$ cat src/core/lpl_pkg.sv
`default_nettype none
package lpl_pkg;
  // Register byte offsets.
  localparam logic [7:0] A_DIN = 8'h00;
  localparam logic [7:0] A_ANA_A = 8'h04;
  localparam logic [7:0] A_ANA_B = 8'h08;
  localparam logic [7:0] A_ANA_C = 8'h0c;
  localparam logic [7:0] A_CFG = 8'h10;
  localparam logic [7:0] A_T_PULSE = 8'h14;
  localparam logic [7:0] A_T_ON = 8'h18;
  localparam logic [7:0] A_T_OFF = 8'h1c;
  localparam logic [7:0] A_T_HIGH = 8'h20;
  localparam logic [7:0] A_T_LOW = 8'h24;
  localparam logic [7:0] A_DOUT = 8'h28;
  localparam logic [7:0] A_COUNT = 8'h2c;
  localparam logic [7:0] A_SUM = 8'h30;
  localparam logic [7:0] A_DIFF = 8'h34;
  localparam logic [7:0] A_PROD = 8'h38;
  localparam logic [7:0] A_QUOT = 8'h3c;
  localparam logic [7:0] A_BCD = 8'h40;
  localparam logic [7:0] A_BIN = 8'h44;
  localparam logic [7:0] A_ASEL = 8'h48;
  // Reset values.
  localparam logic [15:0] CFG_RST = 16'h0010;
  localparam logic [15:0] DIN_RST = 16'h0000;
  localparam logic [15:0] ANA_RST = 16'h0000;
  localparam logic [31:0] TIME_RST = 32'h0000_0000;
  // Configuration word fields.
  localparam int CFG_REL = 0;
  localparam int CFG_RESTART = 3;
  localparam int CFG_WIDTH = 4;
  localparam int CFG_MEM = 8;
  // Digital operand bits.
  localparam int DI_XA = 0;
  localparam int DI_XB = 1;
  localparam int DI_M0 = 2;
  localparam int DI_M1 = 3;
  localparam int DI_SEL = 4;
  localparam int DI_PULSE = 5;
  localparam int DI_ON = 6;
  localparam int DI_OFF = 7;
  localparam int DI_CAPD = 8;
  localparam int DI_CAPC = 9;
  localparam int DI_SET = 10;
  localparam int DI_CLR = 11;
  localparam int DI_CNTC = 12;
  localparam int DI_CNTR = 13;
  localparam int DI_TRAIN = 14;
  localparam int DI_EDGE = 15;
  // Memory field bits, one per stateful primitive except the edge detector.
  localparam int MB_PULSE = 0;
  localparam int MB_ON = 1;
  localparam int MB_OFF = 2;
  localparam int MB_CAP = 3;
  localparam int MB_SC = 4;
  localparam int MB_CNT = 5;
  localparam int MB_HYST = 6;
  localparam int MB_TRAIN = 7;
  // Limits and timing.
  localparam logic [15:0] CNT_MAX = 16'hffff;
  localparam logic [15:0] BCD_MAX = 16'h270f;
  localparam int CLK_MHZ = 250;
  localparam int TICK_US = 1000;
  localparam int TICK_CYC = TICK_US * CLK_MHZ;

  typedef enum logic [2:0] {
    REL_GT, REL_LT, REL_EQ, REL_NE, REL_GE, REL_LE
  } lpl_rel_type;
  typedef enum logic [1:0] {TM_PULSE, TM_ON, TM_OFF} lpl_tmode_type;
  typedef struct packed {
    logic hsel;
    logic [31:0] haddr;
    logic [1:0] htrans;
    logic hwrite;
    logic [2:0] hsize;
  } lpl_ahb_req_type;
endpackage : lpl_pkg
`default_nettype wire

$ cat src/core/lpl_top.sv
// The placing of the registers and the AHB-Lite slave port were chosen for this implementation.
`default_nettype none
module lpl_top #(
  parameter int TICK_CYCLES = lpl_pkg::TICK_CYC
) (
  input wire logic sys_clk,
  input wire logic resetn,
  input wire lpl_pkg::lpl_ahb_req_type ahb_req,
  input wire logic hready,
  input wire logic [31:0] hwdata,
  output logic [31:0] hrdata,
  output logic hreadyout,
  output logic hresp
);
  import lpl_pkg::*;

  logic [15:0] din_reg;
  logic [15:0] ana_a_reg;
  logic [15:0] ana_b_reg;
  logic [15:0] ana_c_reg;
  logic [15:0] cfg_reg;
  logic [31:0] t_pulse_reg;
  logic [31:0] t_on_reg;
  logic [31:0] t_off_reg;
  logic [31:0] t_high_reg;
  logic [31:0] t_low_reg;
  logic wr_pend_reg;
  logic [7:0] wr_addr_reg;
  logic restart_reg;
  logic [31:0] div_reg;
  logic tick;
  logic [7:0] mem;
  logic [7:0] clr;
  logic [15:0] opmask;
  logic [15:0] fanmask;
  logic res_and, res_or, res_xor, res_not, res_copy, res_mux;
  logic res_cmp;
  logic [15:0] fan;
  logic out_pulse, out_on, out_off;
  logic cap_reg, cap_prev_reg;
  logic sc_reg;
  logic [15:0] cnt_reg;
  logic cnt_prev_reg;
  logic hyst_reg;
  logic edge_reg, edge_prev_reg;
  logic [31:0] tr_cnt_reg;
  logic [15:0] asel;
  logic [16:0] sum;
  logic [15:0] diff;
  logic [31:0] prod;
  logic [15:0] quot;
  logic [31:0] dout;
  logic [31:0] rdata;
  lpl_rel_type rel;

  typedef enum logic [1:0] {TR_IDLE, TR_HIGH, TR_LOW} lpl_train_type;
  lpl_train_type tr_state_reg;

  // Mask with the lowest n bits set, n between 0 and 16.
  function automatic logic [15:0] low_mask(input logic [4:0] n);
    logic [16:0] m;
    m = (17'h0_0001 << n) - 17'h0_0001;
    return m[15:0];
  endfunction : low_mask

  // Four BCD digits to a binary magnitude.
  function automatic logic [15:0] bcd_to_mag(input logic [15:0] g);
    logic [15:0] v;
    v = 16'(g[15:12]) * 16'd1000 + 16'(g[11:8]) * 16'd100;
    v = v + 16'(g[7:4]) * 16'd10 + 16'(g[3:0]);
    return v;
  endfunction : bcd_to_mag

  // Binary magnitude to four BCD digits; above 9999 it saturates.
  function automatic logic [15:0] mag_to_bcd(input logic [15:0] m);
    logic [15:0] v;
    v = (m > BCD_MAX) ? BCD_MAX : m;
    return {4'(v / 16'd1000), 4'((v / 16'd100) % 16'd10),
            4'((v / 16'd10) % 16'd10), 4'(v % 16'd10)};
  endfunction : mag_to_bcd

  // The bus slave never inserts wait states and never reports an error.
  assign hreadyout = 1'b1;
  assign hresp = 1'b0;

  // Address phase capture; write data lands in the following data phase.
  always_ff @(posedge sys_clk or negedge resetn) begin
    if (!resetn) begin
      wr_pend_reg <= 1'b0;
      wr_addr_reg <= '0;
    end else if (hready) begin
      wr_pend_reg <= ahb_req.hsel && ahb_req.htrans[1] && ahb_req.hwrite;
      wr_addr_reg <= ahb_req.haddr[7:0];
    end
  end

  // Writable registers; writes to read-only or unmapped offsets vanish.
  always_ff @(posedge sys_clk or negedge resetn) begin
    if (!resetn) begin
      din_reg <= DIN_RST;
      ana_a_reg <= ANA_RST;
      ana_b_reg <= ANA_RST;
      ana_c_reg <= ANA_RST;
      cfg_reg <= CFG_RST;
      t_pulse_reg <= TIME_RST;
      t_on_reg <= TIME_RST;
      t_off_reg <= TIME_RST;
      t_high_reg <= TIME_RST;
      t_low_reg <= TIME_RST;
    end else if (wr_pend_reg) begin
      case (wr_addr_reg)
        A_DIN: din_reg <= hwdata[15:0];
        A_ANA_A: ana_a_reg <= hwdata[15:0];
        A_ANA_B: ana_b_reg <= hwdata[15:0];
        A_ANA_C: ana_c_reg <= hwdata[15:0];
        A_CFG: cfg_reg <= {hwdata[15:4], 1'b0, hwdata[2:0]};
        A_T_PULSE: t_pulse_reg <= hwdata;
        A_T_ON: t_on_reg <= hwdata;
        A_T_OFF: t_off_reg <= hwdata;
        A_T_HIGH: t_high_reg <= hwdata;
        A_T_LOW: t_low_reg <= hwdata;
        default: ;
      endcase
    end
  end

  // Writing the restart bit stands in for a shutdown and power-up.
  always_ff @(posedge sys_clk or negedge resetn) begin
    if (!resetn) begin
      restart_reg <= 1'b0;
    end else begin
      restart_reg <= wr_pend_reg && wr_addr_reg == A_CFG &&
                     hwdata[CFG_RESTART];
    end
  end

  // Primitives whose memory bit is set ignore the restart.
  assign mem = cfg_reg[CFG_MEM +: 8];
  assign clr = {8{restart_reg}} & ~mem;
  assign rel = lpl_rel_type'(cfg_reg[CFG_REL +: 3]);

  // Millisecond logic tick shared by every stateful primitive.
  always_ff @(posedge sys_clk or negedge resetn) begin
    if (!resetn) begin
      div_reg <= '0;
    end else if (div_reg >= 32'(TICK_CYCLES - 1)) begin
      div_reg <= '0;
    end else begin
      div_reg <= div_reg + 32'h0000_0001;
    end
  end
  assign tick = (div_reg >= 32'(TICK_CYCLES - 1));

  // Width code n-1 selects operand count; codes 0 and 1 both give two.
  assign opmask = (cfg_reg[CFG_WIDTH +: 4] == 4'h0) ? 16'h0003 :
                  low_mask(5'(cfg_reg[CFG_WIDTH +: 4]) + 5'h01);
  assign fanmask = low_mask(5'(cfg_reg[CFG_WIDTH +: 4]) + 5'h01);

  // Plain gates are combinational and reflect the operands at once.
  assign res_and = &(din_reg | ~opmask);
  assign res_or = |(din_reg & opmask);
  assign res_xor = din_reg[DI_XA] ^ din_reg[DI_XB];
  assign res_not = ~din_reg[DI_XA];
  assign res_copy = din_reg[DI_XA];
  assign fan = {16{din_reg[DI_XB]}} & fanmask;
  assign res_mux = din_reg[DI_SEL] ? din_reg[DI_M1] : din_reg[DI_M0];
  assign asel = din_reg[DI_SEL] ? ana_b_reg : ana_a_reg;

  // Arithmetic on unsigned magnitudes; a zero divisor gives all ones.
  assign sum = {1'b0, ana_a_reg} + {1'b0, ana_b_reg};
  assign diff = ana_a_reg - ana_b_reg;
  assign prod = {16'h0000, ana_a_reg} * {16'h0000, ana_b_reg};
  assign quot = (ana_b_reg == '0) ? CNT_MAX : ana_a_reg / ana_b_reg;

  // Comparator relation comes from the configuration word.
  always_comb begin
    case (rel)
      REL_GT: res_cmp = ana_a_reg > ana_b_reg;
      REL_LT: res_cmp = ana_a_reg < ana_b_reg;
      REL_EQ: res_cmp = ana_a_reg == ana_b_reg;
      REL_NE: res_cmp = ana_a_reg != ana_b_reg;
      REL_GE: res_cmp = ana_a_reg >= ana_b_reg;
      REL_LE: res_cmp = ana_a_reg <= ana_b_reg;
      default: res_cmp = 1'b0;
    endcase
  end

  // The pulse, on-delay and off-delay primitives share one timer design in three modes.
  lpl_timer u_pulse (
    .sys_clk(sys_clk), .resetn(resetn), .tick(tick),
    .clr(clr[MB_PULSE]), .mode(TM_PULSE), .trig(din_reg[DI_PULSE]),
    .dur(t_pulse_reg), .out(out_pulse)
  );
  lpl_timer u_on (
    .sys_clk(sys_clk), .resetn(resetn), .tick(tick),
    .clr(clr[MB_ON]), .mode(TM_ON), .trig(din_reg[DI_ON]),
    .dur(t_on_reg), .out(out_on)
  );
  lpl_timer u_off (
    .sys_clk(sys_clk), .resetn(resetn), .tick(tick),
    .clr(clr[MB_OFF]), .mode(TM_OFF), .trig(din_reg[DI_OFF]),
    .dur(t_off_reg), .out(out_off)
  );

  // Capture cell; its clock operand is sampled once per tick.
  always_ff @(posedge sys_clk or negedge resetn) begin
    if (!resetn) begin
      cap_reg <= 1'b0;
      cap_prev_reg <= 1'b0;
    end else if (clr[MB_CAP]) begin
      cap_reg <= 1'b0;
      cap_prev_reg <= 1'b0;
    end else if (tick) begin
      cap_prev_reg <= din_reg[DI_CAPC];
      if (din_reg[DI_CAPC] && !cap_prev_reg) begin
        cap_reg <= din_reg[DI_CAPD];
      end
    end
  end

  // Set-clear cell; clear is checked first so it wins a tie.
  always_ff @(posedge sys_clk or negedge resetn) begin
    if (!resetn) begin
      sc_reg <= 1'b0;
    end else if (clr[MB_SC]) begin
      sc_reg <= 1'b0;
    end else if (tick) begin
      if (din_reg[DI_CLR]) begin
        sc_reg <= 1'b0;
      end else if (din_reg[DI_SET]) begin
        sc_reg <= 1'b1;
      end
    end
  end

  // Saturating counter of clock-operand rises.
  always_ff @(posedge sys_clk or negedge resetn) begin
    if (!resetn) begin
      cnt_reg <= '0;
      cnt_prev_reg <= 1'b0;
    end else if (clr[MB_CNT]) begin
      cnt_reg <= '0;
      cnt_prev_reg <= 1'b0;
    end else if (tick) begin
      cnt_prev_reg <= din_reg[DI_CNTC];
      if (din_reg[DI_CNTR]) begin
        cnt_reg <= '0;
      end else if (din_reg[DI_CNTC] && !cnt_prev_reg &&
                   cnt_reg != CNT_MAX) begin
        cnt_reg <= cnt_reg + 16'h0001;
      end
    end
  end

  // Hysteresis: input A against lower B and upper C.
  always_ff @(posedge sys_clk or negedge resetn) begin
    if (!resetn) begin
      hyst_reg <= 1'b0;
    end else if (clr[MB_HYST]) begin
      hyst_reg <= 1'b0;
    end else if (tick) begin
      if (ana_a_reg > ana_c_reg) begin
        hyst_reg <= 1'b1;
      end else if (ana_a_reg < ana_b_reg) begin
        hyst_reg <= 1'b0;
      end
    end
  end

  // Pulse train; a zero phase time still lasts one tick so it toggles.
  always_ff @(posedge sys_clk or negedge resetn) begin
    if (!resetn) begin
      tr_state_reg <= TR_IDLE;
      tr_cnt_reg <= '0;
    end else if (clr[MB_TRAIN]) begin
      tr_state_reg <= TR_IDLE;
      tr_cnt_reg <= '0;
    end else if (tick) begin
      case (tr_state_reg)
        TR_IDLE: begin
          if (din_reg[DI_TRAIN]) begin
            tr_state_reg <= TR_HIGH;
          end
          tr_cnt_reg <= '0;
        end
        TR_HIGH: begin
          if (!din_reg[DI_TRAIN]) begin
            tr_state_reg <= TR_IDLE;
          end else if (tr_cnt_reg + 32'h0000_0001 >= t_high_reg) begin
            tr_state_reg <= TR_LOW;
            tr_cnt_reg <= '0;
          end else begin
            tr_cnt_reg <= tr_cnt_reg + 32'h0000_0001;
          end
        end
        TR_LOW: begin
          if (!din_reg[DI_TRAIN]) begin
            tr_state_reg <= TR_IDLE;
          end else if (tr_cnt_reg + 32'h0000_0001 >= t_low_reg) begin
            tr_state_reg <= TR_HIGH;
            tr_cnt_reg <= '0;
          end else begin
            tr_cnt_reg <= tr_cnt_reg + 32'h0000_0001;
          end
        end
        default: tr_state_reg <= TR_IDLE;
      endcase
    end
  end

  // Rising edge output stands from one tick to the next.
  always_ff @(posedge sys_clk or negedge resetn) begin
    if (!resetn) begin
      edge_reg <= 1'b0;
      edge_prev_reg <= 1'b0;
    end else if (tick) begin
      edge_prev_reg <= din_reg[DI_EDGE];
      edge_reg <= din_reg[DI_EDGE] && !edge_prev_reg;
    end
  end

  assign dout = {fan, 1'b0, edge_reg, tr_state_reg == TR_HIGH, hyst_reg,
                 res_cmp, sc_reg, cap_reg, out_off, out_on, out_pulse,
                 res_mux, res_copy, res_not, res_xor, res_or, res_and};

  // Read multiplexer; unmapped offsets read zero.
  always_comb begin
    case (ahb_req.haddr[7:0])
      A_DIN: rdata = {16'h0000, din_reg};
      A_ANA_A: rdata = {16'h0000, ana_a_reg};
      A_ANA_B: rdata = {16'h0000, ana_b_reg};
      A_ANA_C: rdata = {16'h0000, ana_c_reg};
      A_CFG: rdata = {16'h0000, cfg_reg};
      A_T_PULSE: rdata = t_pulse_reg;
      A_T_ON: rdata = t_on_reg;
      A_T_OFF: rdata = t_off_reg;
      A_T_HIGH: rdata = t_high_reg;
      A_T_LOW: rdata = t_low_reg;
      A_DOUT: rdata = dout;
      A_COUNT: rdata = {16'h0000, cnt_reg};
      A_SUM: rdata = {15'h0000, sum};
      A_DIFF: rdata = {16'h0000, diff};
      A_PROD: rdata = prod;
      A_QUOT: rdata = {15'h0000, din_reg[DI_XA], quot};
      A_BCD: rdata = {mag_to_bcd(ana_a_reg), bcd_to_mag(din_reg)};
      A_BIN: rdata = {ana_a_reg, din_reg};
      A_ASEL: rdata = {ana_a_reg, asel};
      default: rdata = 32'h0000_0000;
    endcase
  end

  // Read data is registered at the address phase for the data phase.
  always_ff @(posedge sys_clk or negedge resetn) begin
    if (!resetn) begin
      hrdata <= '0;
    end else if (hready && ahb_req.hsel && ahb_req.htrans[1] &&
                 !ahb_req.hwrite) begin
      hrdata <= rdata;
    end
  end
endmodule : lpl_top
`default_nettype wire

$ cat src/core/lpl_timer.sv
`default_nettype none
// Millisecond timer shared by the pulse, on-delay and off-delay primitives.
module lpl_timer (
  input wire logic sys_clk,
  input wire logic resetn,
  input wire logic tick,
  input wire logic clr,
  input wire lpl_pkg::lpl_tmode_type mode,
  input wire logic trig,
  input wire logic [31:0] dur,
  output logic out
);
  import lpl_pkg::*;
  logic prev_reg;
  logic [31:0] cnt_reg;

  // State moves only on the logic tick or the restart clear, so durations count in ticks.
  always_ff @(posedge sys_clk or negedge resetn) begin
    if (!resetn) begin
      prev_reg <= 1'b0;
      cnt_reg <= '0;
      out <= 1'b0;
    end else if (clr) begin
      prev_reg <= 1'b0;
      cnt_reg <= '0;
      out <= 1'b0;
    end else if (tick) begin
      prev_reg <= trig;
      case (mode)
        TM_PULSE: begin
          if (trig && !prev_reg) begin
            out <= (dur != '0);
            cnt_reg <= dur;
          end else if (out) begin
            if (cnt_reg <= 32'h0000_0001) begin
              out <= 1'b0;
            end else begin
              cnt_reg <= cnt_reg - 32'h0000_0001;
            end
          end
        end
        TM_ON: begin
          if (!trig) begin
            out <= 1'b0;
            cnt_reg <= '0;
          end else if (cnt_reg >= dur) begin
            out <= 1'b1;
          end else begin
            cnt_reg <= cnt_reg + 32'h0000_0001;
          end
        end
        TM_OFF: begin
          if (trig) begin
            out <= 1'b1;
            cnt_reg <= '0;
          end else if (cnt_reg >= dur) begin
            out <= 1'b0;
          end else begin
            cnt_reg <= cnt_reg + 32'h0000_0001;
          end
        end
        default: out <= 1'b0;
      endcase
    end
  end
endmodule : lpl_timer
`default_nettype wire

$ cat config.mk
export PLATFORM = sky130hd
export DESIGN_NAME = lpl_top
export DESIGN_NICKNAME = d
export VERILOG_FILES = /design/src/core/lpl_pkg.sv /design/src/core/lpl_top.sv /design/src/core/lpl_timer.sv
export SDC_FILE = /design/constraint.sdc
export NUM_CORES = 2
export LEC_CHECK = 0
export BUFFER_PORTS_ARGS = -buffer_cell sky130_fd_sc_hd__buf_2
export CAP_MARGIN = 20
export CORE_MARGIN = 4
export CORE_UTILIZATION = 45
export CTS_BUF_LIST = sky130_fd_sc_hd__clkbuf_16
export CTS_CLUSTER_DIAMETER = 30
export DETAILED_ROUTE_END_ITERATION = 8
export PLACE_DENSITY = 0.72
export REMOVE_ABC_BUFFERS = 1
export SYNTH_ARGS = -nofsm -noshare
export SYNTH_HDL_FRONTEND = slang
export SYNTH_SLANG_ARGS = --single-unit
$ cat constraint.sdc
create_clock -name sys_clk -period 43.6 [get_ports sys_clk]
set_clock_uncertainty 0.1 [all_clocks]
set_input_delay 8.72 -clock sys_clk [delete_from_list [all_inputs] [get_ports sys_clk]]
set_output_delay 8.72 -clock sys_clk [all_outputs]
set_load 0.02 [all_outputs]
; Word-level counts from Yosys, hierarchy flattened
; Cells that the tools add are included.
[word_totals]
latchBits = 0
mem_bits_rw = 0
out_inout_bits = 34
inputBits = 74
register_bits = 470
rom_bits = 0
wordCells = 255
n_memories = 0
[classes]
add_sub_neg = 13
order_cmp = 12
div = 7
n_eq_ne = 46
muxes = 70
reduce_logical = 62
n_bitwise = 8
shift = 1
mul = 4
[ops]
columns = operator, n
row1 = 2-to-1 mux 32 bit, 20
row2 = one-hot mux 32 bit (19 select lines), 1
row3 = "adder 32 x 1 -> 32 bit, second input constant", 4
row4 = >= comparator 32 bit, 4
row5 = 2-to-1 mux 16 bit, 8
row6 = one-hot mux 32 bit (3 select lines), 1
row7 = "== test 8 x 6 -> 1 bit, second input constant", 10
row8 = "== test 8 x 5 -> 1 bit, second input constant", 8
row9 = "remainder unit 16 x 4 -> 16 bit, second input constant", 3
row10 = AND reduction 2 bit, 18
row11 = AND 16 bit, 2
row12 = "== test 8 x 4 -> 1 bit, second input constant", 4
row13 = ">= comparator 32 x 18 -> 1 bit, second input constant", 1
row14 = greater-than comparator 16 bit, 2
row15 = "less-or-equal comparator 32 x 1 -> 1 bit, second input constant", 1
row16 = multiplier 16 x 16 -> 32 bit, 1
row17 = nonzero test 32 bit, 1
row18 = "subtractor 32 x 1 -> 32 bit, second input constant", 1
row19 = 2-to-1 mux 1 bit, 31
row20 = "== test 8 x 7 -> 1 bit, second input constant", 3
row21 = nonzero test 2 bit, 9
row22 = adder 16 x 16 -> 17 bit, 1
row23 = adder 15 x 8 -> 16 bit, 1
row24 = "adder 16 x 1 -> 16 bit, second input constant", 1
row25 = 53 further kinds, 87

; Depth between registers and ports, before layout
[depth]
word_depth = 8
depth_mapped = 194
mapped_depth_nobuf = 185

; By module
; From an unflattened synthesis, not the netlist that was laid out.
[hier_totals]
cells_unflattened = 6512
hier_area_um2 = 54159.4
[modules_own_cells]
columns = mod, seq_area_each_um2, cells_each, area_per_inst_um2, instances
row1 = lpl_top, 9260.1, 4547, 39918.3, 1
row2 = lpl_timer, 850.8, 655, 4747.1, 3

; Worst setup path before layout
; No wires, ideal clock.
[synth_timing]
kind = register to register
start = register ana_b_reg[14]
end = register hrdata[0]
path_buffers = 9
stages_incl_launch_ff = 176
setup_time_ps = 135
t_required_ps = 43365
arrival_ps = 36082
setup_slack_ps = 7283
synth_period_minus_slack_ps = 36317
cell_sequence = dfrtp_1 clkbuf_1 or4_1 nor4_2 and4_1 and2_1 a21oi_1 ha_1 o21ai_0 nand2b_1 and2_1 and3_1 or2_2 ha_1 o21a_1 o2111ai_1 inv_1 a211oi_1 [... 140 more ...] mux2_2 ha_1 o21ai_0 nand2b_1 a21o_1 a21o_1 a21o_1 a21o_1 a21oi_1 nor2b_1 o21ai_0 nand2b_1 a21o_1 a21o_1 a21oi_1 o21ai_0 a21oi_1 o21ai_0
[synth_via]
elab_chain_len = 3
elab_cells_between_ends = 4
cone_classes = 1 x div / 2 x mux / 1 x reduce/logical
[synth_rtl]
columns = element, line_no
row1 = from (decl), lpl_top.sv:19  ; logic [15:0] ana_b_reg;
row2 = from (signal assigned), lpl_top.sv:114  ; A_ANA_B: ana_b_reg <= hwdata[15:0];
row3 = divider 16 x 16 -> 16 bit or logical NOT 16 bit (tied branches), lpl_top.sv:173  ; assign quot = (ana_b_reg == '0) ? CNT_MAX : ana_a_reg / ana_b_reg;
row4 = 2-to-1 mux 16 bit (*), lpl_top.sv:173
row5 = one-hot mux 32 bit (19 select lines) (*), lpl_top.sv:328  ; case (ahb_req.haddr[7:0])
row6 = to (signal assigned), lpl_top.sv:358  ; hrdata <= rdata;
row7 = to (decl), lpl_top.sv:11  ; output logic [31:0] hrdata,
; Mark *: on every way between the ends. The rest lies on a longest branch, timed or not.
; A chain may end at the register's enable or synchronous reset.

; Worst setup path in the final report
[layout_timing]
start = register ana_b_reg[12]
end = register hrdata[0]
; The elaborated chain is that of the path after synthesis.

==> metrics <==
share of the yosys chip area belonging to registers 25.1%; effective utilization at floorplan 45.3%; status finished with violations; Max Clk Rate 25.2 MHz; antenna violations before repair 5; iteration-0 DRC count of the detailed router 4,641; average wire per standard cell 22.9 um; HPWL after detailed placement 114 mm; setup repair after global routing missed its margin false; H-Tree Depth 3; DP Area 48,800 um2; mapped cell area 46,800 um2; slowest CP cell a2111oi_2; YS warnings 0; via count 42,800; post-synthesis instance total 5,412; Total Wirelength 158 mm; final-report max-slew violation count 0; Worst Hold Class reg -> reg; multi-input logic area 32,200 um2; Die Ht 331 um; global-route wire length before repair 244 mm; count leader, synth nand2_1; power per standard cell area 63.1 nW/um2; clock sinks 470; Pleak 25.8 nW; largest fanout on the critical path 22; Slew headroom 25.2%; port bufs 77; I/O pin total 108; Req. time, crit path 44,000 ps; TNS Setup 0 ps; Setup Buffers After CTS 0; total power 3.35 mW; HP Start edge_prev_reg; most used cell, CP o21a_1; CP peak stage delay 850 ps; top cells by area, synth dfrtp_1 (25%), ha_1 (13%), fa_1 (9.1%); Commonest cells post-synth nand2_1 (557), inv_1 (499), ha_1 (487); register area 11,800 um2; post-cts sizing count 0; root buffer cell clkbuf_16; asr flop ratio synth 100%; clk buf depth 3; hold_buf cts 0; max-cap violations 0; VDD IR max 0.101 mV; Yosys reg bits 470; grt ovf 0; Period minus WS final 39,720 ps; RR Startpoint ana_b_reg[12]; Post-route DRC 18; Placement Rows 118; placed cells 6,691; Global Route Usage Sum 28.6%; core area 103,000 um2; die width 331 um; Fill cells 9,404; Tcrit/Tclk final 91.1%; vias in the first global route 42,200; routability cong. 0.992; syn avg cell area 8.66 um2; Cell variety after synth 104; Final #Nets 6,210; post-synth top area cell dfrtp_1; Arrival @ worst endpoint 40,120 ps; failing checks design-rule violations; P&R area growth vs syn 13.3%; Fin. Hold Viols 0; Final ANT Viol Nets 0; post-route design area 53,100 um2; Non-Filler Instances 6,921; CTS tree done; final setup fails 0; share of the synthesized area in the top cell type 25.1%; worst slew pin tran 1110 ps; Critical path origin ana_b_reg[12]; startpoint types flip-flop; Worst-Skew Late Latency 720 ps; TritonRoute pass-1 iters 9; Inserted Clock Buffers 116; type of the worst setup path reg -> reg; Via density 6.19; clock slew at reported path FFs 50 ps; EDFF count, synth 0; pin count of the biggest net entering global routing 155; CP Capture Type flip-flop; share of layout cells above drive strength 1 13.4%; Die Area 109,000 um2; ys flop type dfrtp_1
==> power by group <==
part | internal (mW) | leakage (nW) | total (mW) | switching, mW
clock network | 0.613 | 2.07 | 0.919 | 0.306
registers | 0.473 | 5.79 | 0.521 | 0.0473
logic | 0.748 | 17.9 | 1.91 | 1.16
==> cells in the final DEF (no fill, tap or decap), types with 21 or more instances in the layout <==
cell and n:
o22ai_1 38, a21o_1 115, and3_1 66, or3_1 53
o2111ai_1 22, nor3_1 152, a21oi_1 228, o21a_1 112
xnor2_1 112, nand2b_1 56, a22o_1 27, xor2_1 61
a22oi_1 67, and2_1 79, mux2i_1 21, nand4_1 75
o31ai_1 26, buf_2 76, buf_4 95, mux2_2 281
o21ai_0 289, a211oi_1 35, inv_1 508, nor2b_1 34
ha_1 487, nor4_1 46, dfrtp_1 468, a31oi_1 22
or2_2 21, a221oi_1 41, a222oi_1 45, clkbuf_16 117
nor2_1 375, o211ai_1 30, nand2_1 557, fa_1 213
nand3_1 119, o21bai_1 21
==> layer usage <==
metal  vias to the layer above  track usage, %  routed length (um)  share of wire (%)
li1                      19300               -                   -                  -
met1                     20800            36.7               61600                 39
met2                      2282            44.9               70100                 44
met3                       502            7.75               17900                 11
met4                         6            13.7                8720                5.5
met5                         -               0                 121              0.076
==> critical path, delay by kind of cell (launching register included) <==
kind                       cells  cell delay, ps
DFF                            1             610
adders and majority gates     15            4670
and+or+nand+nor               21            3900
muxes                          3            1110
AOI/OAI and AO/OA            135           27780
buffers and inverters          5            1240
==> area by class of cell <==
| type | instances | area share (%) |
|---|---|---|
| tap | 1380 | 3.25 |
| clock buffer | 117 | 5.52 |
| antenna | 1 | 0.00472 |
| timing repair buffer | 180 | 2.31 |
| sequential | 470 | 22.2 |
| inverter | 501 | 3.54 |
| clock inverter | 105 | 2.43 |
| multi-input combinational | 4167 | 60.8 |
==> metrics by stage <==
stage          hold slack, ps  setup WS, ps  util [%]
6_report                  355          3880      51.3
5_1_grt                   383           724      51.3
4_1_cts                   357          3620      51.2
3_5_place_dp              347          3830      47.1
3_3_place_gp              341          4880      47.1
2_1_floorplan             330          4140         -
==> path summary, 6_finish.rpt <==
kind	to	slack, ps	cells past startpoint
min in group asynchronous	u_off.cnt_reg[28]	7960	1
hold / removal	edge_prev_reg	350	2
setup / recovery	hrdata[0]	3880	179
setup reg to reg	hrdata[0]	3880	179
max in group asynchronous	ana_b_reg[1]	32430	4
hold reg to reg	edge_prev_reg	350	2
==> cell families (layout without fill, tap and decap cells) <==
logic type,count (synthesis),in the layout,share of synthesized area (%)
DFF,470,470,25.1
adders and majority gates,701,701,22.1
AOI/OAI and AO/OA,1272,1272,18.6
buffers and inverters,790,903,6.42
muxes,302,302,7.20
other,2,18,0.0160
xor gates and xnor gates,174,174,3.27
and+or+nand+nor,1701,1701,17.3
(Power assumes the default switching activity.)
